===== config.mk =====
export PLATFORM = sky130hd
export DESIGN_NAME = usb_irq_ctrl
export DESIGN_NICKNAME = d
export VERILOG_FILES = /design/src/include/usb_irq_pkg.sv /design/src/rtl/usb_irq_ctrl.sv
export VERILOG_INCLUDE_DIRS = /design/src /design/src/include
export SDC_FILE = /design/constraint.sdc
export NUM_CORES = 1
export LEC_CHECK = 0
export ABC_AREA = 1
export ABC_CLOCK_PERIOD_IN_PS = 1800
export BUFFER_PORTS_ARGS = -buffer_cell sky130_fd_sc_hd__buf_4
export CELL_PAD_IN_SITES_DETAIL_PLACEMENT = 1
export CELL_PAD_IN_SITES_GLOBAL_PLACEMENT = 2
export CORE_ASPECT_RATIO = 0.75
export CORE_MARGIN = 4
export CORE_UTILIZATION = 27
export CTS_BUF_LIST = sky130_fd_sc_hd__clkbuf_16
export CTS_CLUSTER_SIZE = 24
export DETAILED_ROUTE_END_ITERATION = 16
export PLACE_DENSITY = 0.85
export SYNTH_ARGS = -nofsm -noshare
export SYNTH_HDL_FRONTEND = slang
export SYNTH_SLANG_ARGS = --single-unit

===== constraint.sdc =====
create_clock -name core_clk_i -period 1.8 [get_ports core_clk_i]
set_input_delay 0.36 -clock core_clk_i [delete_from_list [all_inputs] [get_ports core_clk_i]]
set_output_delay 0.36 -clock core_clk_i [all_outputs]
set_load 0.03 [all_outputs]

===== src/include/usb_irq_cfg.svh =====
// register offsets, field positions, reset values and timing for the usb global irq block
// assumes inclusion by bare name from the package file only; the design file relies on the package being compiled first
`ifndef USB_IRQ_CFG_SVH
`define USB_IRQ_CFG_SVH
`define OFS_STATUS 12'h004
`define OFS_FLAG_CLEAR 12'h008
`define OFS_FLAG_FORCE 12'h00c
`define OFS_EN_MASK 12'h010
`define OFS_EN_CLEAR 12'h014
`define OFS_EN_SET 12'h018
`define OFS_EP_EN_RST 12'h01c
`define BIT_BUS_IDLE 0
`define BIT_MICROFRAME_START_FLAG 1
`define BIT_SOF 2
`define BIT_RST_END 3
`define BIT_ACTIVITY 4
`define BIT_RSM_END 5
`define BIT_UP_RSM 6
`define CLEARABLE_BITS 32'h0000007f
`define FORCEABLE_BITS 32'hfe00007f
`define MASK_BITS 32'hfe0ff07f
`define EP_IRQ_LSB 12
`define DMA_IRQ_LSB 25
`define EP_EN_LSB 0
`define EP_RST_LSB 16
`define EP_EN_RST_BITS 32'h00ff00ff
`define ZERO_WORD 32'h00000000
`define IDLE_TIME_US 3000
`define CLK_MHZ 100
`define IDLE_CYCLES (`IDLE_TIME_US * `CLK_MHZ)
`endif


===== src/include/usb_irq_pkg.sv =====
// types shared by the usb global irq block
// assumes usb_irq_cfg.svh on the include path
`include "usb_irq_cfg.svh"
package usb_irq_pkg;
  typedef struct packed {
    logic [11:0] paddr;
    logic psel;
    logic penable;
    logic pwrite;
    logic [31:0] pwdata;
  } apb_req_type;
  typedef struct packed {
    logic [7:0] active;
    logic [7:0] in_reset;
  } ep_ctrl_type;
  typedef enum logic [1:0] {
    line_active,
    line_idle_count,
    line_suspended
  } line_state_type;
endpackage


===== src/rtl/usb_irq_ctrl.sv =====
// usb device global event status, interrupt enable mask and endpoint enable/reset control
// assumes line events are synchronous pulses from the usb core on core_clk_i, except the
// raw idle-j level, which comes from the transceiver and is synchronised here
//
// The APB register port was decided locally.
`timescale 1ns/1ps
module usb_irq_ctrl (
  // clock and reset
  input wire logic core_clk_i,
  input wire logic srst_i,
  // apb slave
  input wire logic [11:0] paddr_i,
  input wire logic psel_i,
  input wire logic penable_i,
  input wire logic pwrite_i,
  input wire logic [31:0] pwdata_i,
  output logic [31:0] prdata_o,
  output logic pready_o,
  output logic pslverr_o,
  // usb line and core events
  input wire logic line_idle_j_i,
  input wire logic usb_bus_reset_i,
  input wire logic line_bus_activity_flag_i,
  input wire logic self_resume_i,
  input wire logic upstream_resume_i,
  input wire logic host_resume_end_i,
  input wire logic bus_reset_end_i,
  input wire logic frame_start_i,
  input wire logic microframe_start_i,
  input wire logic [7:0] endpoint_irq_i,
  input wire logic [6:0] dma_channel_irq_i,
  // endpoint control
  output usb_irq_pkg::ep_ctrl_type ep_ctrl_o,
  output logic [7:0] ep_logic_reset_o,
  output logic [7:0] ep_toggle_keep_o,
  // interrupt
  output logic usb_irq_o
);
  logic idle_meta;
  logic idle_sync;
  logic [31:0] idle_count;
  usb_irq_pkg::line_state_type line_state;
  usb_irq_pkg::line_state_type next_line_state;
  logic [31:0] event_flags;
  logic [31:0] irq_enable_mask;
  logic [31:0] endpoint_enable_reset;
  usb_irq_pkg::apb_req_type req;

  assign req = '{paddr: paddr_i, psel: psel_i, penable: penable_i,
                 pwrite: pwrite_i, pwdata: pwdata_i};

  // apb decode; every access completes with no wait state
  wire access_phase = req.psel && req.penable;
  wire wr_strobe = access_phase && req.pwrite;
  wire hit_status = req.paddr == `OFS_STATUS;
  wire hit_clear = req.paddr == `OFS_FLAG_CLEAR;
  wire hit_force = req.paddr == `OFS_FLAG_FORCE;
  wire hit_mask = req.paddr == `OFS_EN_MASK;
  wire hit_en_clr = req.paddr == `OFS_EN_CLEAR;
  wire hit_en_set = req.paddr == `OFS_EN_SET;
  wire hit_ep = req.paddr == `OFS_EP_EN_RST;
  wire hit_any = hit_status || hit_clear || hit_force || hit_mask ||
                 hit_en_clr || hit_en_set || hit_ep;
  wire [31:0] clear_bits = (wr_strobe && hit_clear) ? (req.pwdata & `CLEARABLE_BITS)
                                                    : `ZERO_WORD;
  wire [31:0] force_bits = (wr_strobe && hit_force) ? (req.pwdata & `FORCEABLE_BITS)
                                                    : `ZERO_WORD;
  wire [31:0] en_set_bits = (wr_strobe && hit_en_set) ? (req.pwdata & `MASK_BITS)
                                                      : `ZERO_WORD;
  wire [31:0] en_clr_bits = (wr_strobe && hit_en_clr) ? (req.pwdata & `MASK_BITS)
                                                      : `ZERO_WORD;

  // suspend detection: 3 ms of continuous idle j
  wire idle_done = idle_count == (`IDLE_CYCLES - 1);
  always_comb begin
    next_line_state = line_state;
    case (line_state)
      usb_irq_pkg::line_active: begin
        if (idle_sync) begin
          next_line_state = usb_irq_pkg::line_idle_count;
        end
      end
      usb_irq_pkg::line_idle_count: begin
        if (!idle_sync) begin
          next_line_state = usb_irq_pkg::line_active;
        end else if (idle_done) begin
          next_line_state = usb_irq_pkg::line_suspended;
        end
      end
      usb_irq_pkg::line_suspended: begin
        if (!idle_sync) begin
          next_line_state = usb_irq_pkg::line_active;
        end
      end
      default: next_line_state = usb_irq_pkg::line_active;
    endcase
  end
  wire suspend_hit = (line_state == usb_irq_pkg::line_idle_count) && idle_sync &&
                     idle_done;

  // bus_activity_flag only from a filtered line event, never from our own resume
  wire bus_activity_flag_hit = line_bus_activity_flag_i && !self_resume_i;

  // hardware set events; endpoint and dma summaries follow their sources
  logic [31:0] hw_set;
  always_comb begin
    hw_set = `ZERO_WORD;
    hw_set[`BIT_BUS_IDLE] = suspend_hit;
    hw_set[`BIT_MICROFRAME_START_FLAG] = microframe_start_i;
    hw_set[`BIT_SOF] = frame_start_i;
    hw_set[`BIT_RST_END] = bus_reset_end_i;
    hw_set[`BIT_ACTIVITY] = bus_activity_flag_hit;
    hw_set[`BIT_RSM_END] = host_resume_end_i;
    hw_set[`BIT_UP_RSM] = upstream_resume_i;
  end

  // set wins over clear; activity setting knocks out bus idle unless idle is set again
  logic [31:0] next_event_flags;
  always_comb begin
    next_event_flags = (event_flags & ~clear_bits) | hw_set | force_bits;
    if (next_event_flags[`BIT_ACTIVITY] && !event_flags[`BIT_ACTIVITY] &&
        !hw_set[`BIT_BUS_IDLE] && !force_bits[`BIT_BUS_IDLE]) begin
      next_event_flags[`BIT_BUS_IDLE] = 1'b0;
    end
    // endpoint summary mirrors its source, dma summary is its source or a force write; a clear write cannot touch them
    next_event_flags[`EP_IRQ_LSB +: 8] = endpoint_irq_i;
    next_event_flags[`DMA_IRQ_LSB +: 7] = dma_channel_irq_i | force_bits[`DMA_IRQ_LSB +: 7];
  end

  // endpoint enable/reset register; bus reset drops all reset bits
  logic [31:0] next_endpoint_enable_reset;
  always_comb begin
    next_endpoint_enable_reset = endpoint_enable_reset;
    if (wr_strobe && hit_ep) begin
      next_endpoint_enable_reset = req.pwdata & `EP_EN_RST_BITS;
    end
    if (usb_bus_reset_i) begin
      next_endpoint_enable_reset[`EP_RST_LSB +: 8] = 8'h00;
    end
  end

  // read mux; companion registers read zero without side effects
  logic [31:0] read_word;
  always_comb begin
    read_word = `ZERO_WORD;
    if (hit_status) begin
      read_word = event_flags;
    end else if (hit_mask) begin
      read_word = irq_enable_mask;
    end else if (hit_ep) begin
      read_word = endpoint_enable_reset;
    end
  end

  wire irq_next = |(next_event_flags & irq_enable_mask & `MASK_BITS);

  always_ff @(posedge core_clk_i) begin
    idle_meta <= line_idle_j_i;
    idle_sync <= idle_meta;
  end

  always_ff @(posedge core_clk_i) begin
    if (srst_i || !idle_sync || line_state != usb_irq_pkg::line_idle_count) begin
      idle_count <= `ZERO_WORD;
    end else begin
      idle_count <= idle_count + 32'h00000001;
    end
  end

  always_ff @(posedge core_clk_i) begin
    if (srst_i) begin
      line_state <= usb_irq_pkg::line_active;
      event_flags <= `ZERO_WORD;
    end else begin
      line_state <= next_line_state;
      event_flags <= next_event_flags;
    end
  end

  always_ff @(posedge core_clk_i) begin
    if (srst_i) begin
      irq_enable_mask <= `ZERO_WORD;
    end else begin
      irq_enable_mask <= (irq_enable_mask & ~en_clr_bits) | en_set_bits;
    end
  end

  always_ff @(posedge core_clk_i) begin
    if (srst_i) begin
      endpoint_enable_reset <= `ZERO_WORD;
    end else begin
      endpoint_enable_reset <= next_endpoint_enable_reset;
    end
  end

  // endpoint outputs: logic reset while held in reset or disabled, toggle kept while in reset and enabled
  wire [7:0] ep_en = next_endpoint_enable_reset[`EP_EN_LSB +: 8];
  wire [7:0] ep_rst = next_endpoint_enable_reset[`EP_RST_LSB +: 8];
  always_ff @(posedge core_clk_i) begin
    if (srst_i) begin
      ep_ctrl_o <= '0;
      ep_logic_reset_o <= 8'hff;
      ep_toggle_keep_o <= 8'h00;
    end else begin
      ep_ctrl_o.active <= ep_en;
      ep_ctrl_o.in_reset <= ep_rst;
      ep_logic_reset_o <= ep_rst | ~ep_en;
      ep_toggle_keep_o <= ep_rst & ep_en;
    end
  end

  always_ff @(posedge core_clk_i) begin
    if (srst_i) begin
      usb_irq_o <= 1'b0;
      prdata_o <= `ZERO_WORD;
      pready_o <= 1'b0;
      pslverr_o <= 1'b0;
    end else begin
      usb_irq_o <= irq_next;
      prdata_o <= read_word;
      pready_o <= req.psel && !req.penable;
      pslverr_o <= req.psel && !req.penable && !hit_any;
    end
  end
endmodule


==> impl_metrics.toml <==
[floorplan]
die_x_um = 181
rows = 47
num_io_pins = 140
die_h_um = 137
initial_core_util_pct = 27.4
dieArea_um2 = 24800
coreArea_um2 = 22000

[synth]
synthXorXnorAreaFrac_pct = 0.727
muxShareOfSynthArea_pct = 0
syn-mean-instance-area_um2 = 7.37
yosys-top-cells-area = "dfxtp_1, nand2_1, inv_1"
synth.most_common_cell = "nand2_1"
syn-cell-area_um2 = 6030
synth_top_area_share_pct = 47.2
seq_area_frac_synth_pct = 47.2
synthSimpleGateAreaFrac_pct = 25.7
ys_top_cells_by_count = "nand2_1, dfxtp_1, inv_1"
synth-seq-cells = 142
synth_fa_ha_area_share_pct = 0.208
synth-edff-count = 0
syn_inst = 818
synth_top_cell_by_area = "dfxtp_1"
synth_top_family_by_area = "simple AND/OR/NAND/NOR gates"
synth_compound_area_share_pct = 15.2
yosys_warnings = 0
ys.flop_type = "dfxtp_1"
synth_cell_type_count = 39
synthArstFlopShare_pct = 0

[critical_path]
critical_path.cell_chain = "buf_4 -> nand3_4 -> nor2_4 -> nand2_4 -> nor2_8 -> nand2_4 -> nor2_8 -> nand2_4 -> nor2_4 -> nand2_2 -> or2_1 -> a21oi_2"
critPathMostFrequentCell = "nand2_4"
slowest_stage = "dfxtp_2"
path_delay_family = "simple AND/OR/NAND/NOR gates"
cp_data_arrival_time_ns = 2.18
cp-start-kind = "flop"
cp_data_required_time_ns = 2.17
end_kind = "flop"
worstSetupPathType = "flop to flop"
slowest_delay_ns = 0.36
path_max_fanout = 4
path_buf_inv = 1

[timing]
max-slew-margin-rel_pct = 55.8
worst_slack_ns = -0.00717
drv_slew = 0
tns_ns = -0.00717
max_freq_ghz = 0.553
finalHoldViolations = 0
worstMarginPinSlew_ns = 0.664
rsz0062_at_grt = "yes"
setup_viol = 1
period_share_pct = 100
clock_skew_ns = 0.0138
min_period_ns = 1.81

[outcome]
failed_checks = "setup timing"
status = "finished with violations"

[routing]
wl_met2_mm = 9.03
num_vias = 5990
dr.pass1.iters = 4
met3WireLength_mm = 1.12
drc_errors = 0
drtAntennaViolNets = 0
routed_wl_mm = 20.8
first_iter_violations = 362
met1_length_mm = 10.5
vias_per_cell = 4.56
highest_layer = "met4"
avgRoutedWirePerCell_um = 15.8

[layout]
nets = 1080
antenna_cells = 0
area_growth_pct = 41.8
drive_gt1_share_pct = 27.0
fin_area_um2 = 8540

[power_and_ir_drop]
powerDensity_nw_per_um2 = 844
p_leak_uw = 0.00385
irDropWorstVdd_v = 0.000668

[grt]
antenna_found_initial = 0
grt_pass1_vias = 6047
grt_pass1_wl_mm = 32.3
grt_overflow_total = 0
track_usage_pct = 16.6
grt_max_degree = 55

[placement]
finalWeightedCongestion = 0.827
io_buffers = 129
post_dp_cell_area_um2 = 7790
dp_slack_ns = -0.347
post-dp-hpwl_mm = 15.4

[clock_tree]
cts.sink_count = 142
cts_inserted_buffers = 17
cts_max_level = 4
cts_tree = "yes"
clockBufferDepth = 2
clkLatencyLatePin_ns = 0.43
cts.clk_slew.worst_paths_ns = 0.07
root_buffer = "clkbuf_16"

[run]
max_cap_violations = 0

[min_path]
hold_class = "input pin to flop"
## cell usage in the layout (no fill, tap or decap), types with 4 or more instances in the layout
master     instances
o211ai_1          20
o21ai_0           57
dfxtp_1          139
nand2_1          161
nor2_2             5
nor2_1            78
o311ai_0          10
nor2_4             5
buf_12             6
conb_1             5
a21oi_1           68
buf_4            195
nand2_4            4
clkbuf_16         17
inv_6              5
nand3_1           11
nand4_1           25
inv_1            128
nor3_1            21
## final timing paths
kind / from / end / slack [ns] / cells after the start
max: idle_count[1]$_SDFF_PP0_ / idle_count[27]$_SDFF_PP0_ / -0.007 / 12
min reg2reg: idle_meta$_DFF_P_ / idle_sync$_DFF_P_ / 0.35 / 0
min: line_idle_j_i / idle_meta$_DFF_P_ / 0.04 / 1
max reg2reg: idle_count[1]$_SDFF_PP0_ / idle_count[27]$_SDFF_PP0_ / -0.007 / 12
## layout make-up
class                      count  area [um^2]
clock buffer                  17          425
timing repair buffer         202         1600
sequential                   142         2850
multi-input combinational    512         2640
clock inverter                15          174
tap                          294          368
inverter                     131          492
fill                        2711        13400
## metrics by stage
stage	hold slack (ns)	std cells	util (%)	total power, uW
after floorplan	0.310	822	-	3390
after global placement	0.314	1274	35.4	3600
after detailed placement	0.331	1274	35.4	3610
after CTS	0.0146	1307	38.3	7290
after global routing	0.0146	1313	38.8	7460
final	0.0384	1313	38.8	7210
## logic make-up (layout without fill, tap and decap cells)
group,count (synthesis),count (layout)
xor gates and xnor gates,5,5
DFF,142,142
and+or+nand+nor,338,338
adders and majority gates,1,1
AOI/OAI and AO/OA,163,163
buffers and inverters,168,365
other,1,5
## where the power goes
part	switching [uW]	internal (uW)	leakage (uW)
clock network	1580	2090	0.000289
logic	192	158	0.00241
registers	13.2	3170	0.00115
total	1790	5420	0.00385
## state kept, by name, indices dropped and copies added (netlist names)
signal / flops
endpoint_enable_reset: 16
ep_logic_reset_o: 8
ep_toggle_keep_o: 8
event_flags: 22
idle_count: 32
idle_meta: 1
idle_sync: 1
irq_enable_mask: 22
line_state: 2
prdata_o: 27
pready_o: 1
pslverr_o: 1
usb_irq_o: 1
## layer usage
layer	track usage (%)	vias to the layer above
met2	25.6	128
met1	23.3	2842
met5	0	-
li1	-	3010
met3	4.62	10
met4	3.53	0
## repair_timing
action | 4_1_cts | 5_1_grt
buffers inserted | 1 | 6
hold endpoints to repair | 0 | 0
hold buffers | 0 | 0
pin swaps | 1 | 11
setup endpoints to repair | 5 | 13
gates resized for setup | 5 | 22
No activity file was read; power rests on OpenSTA's default activity.
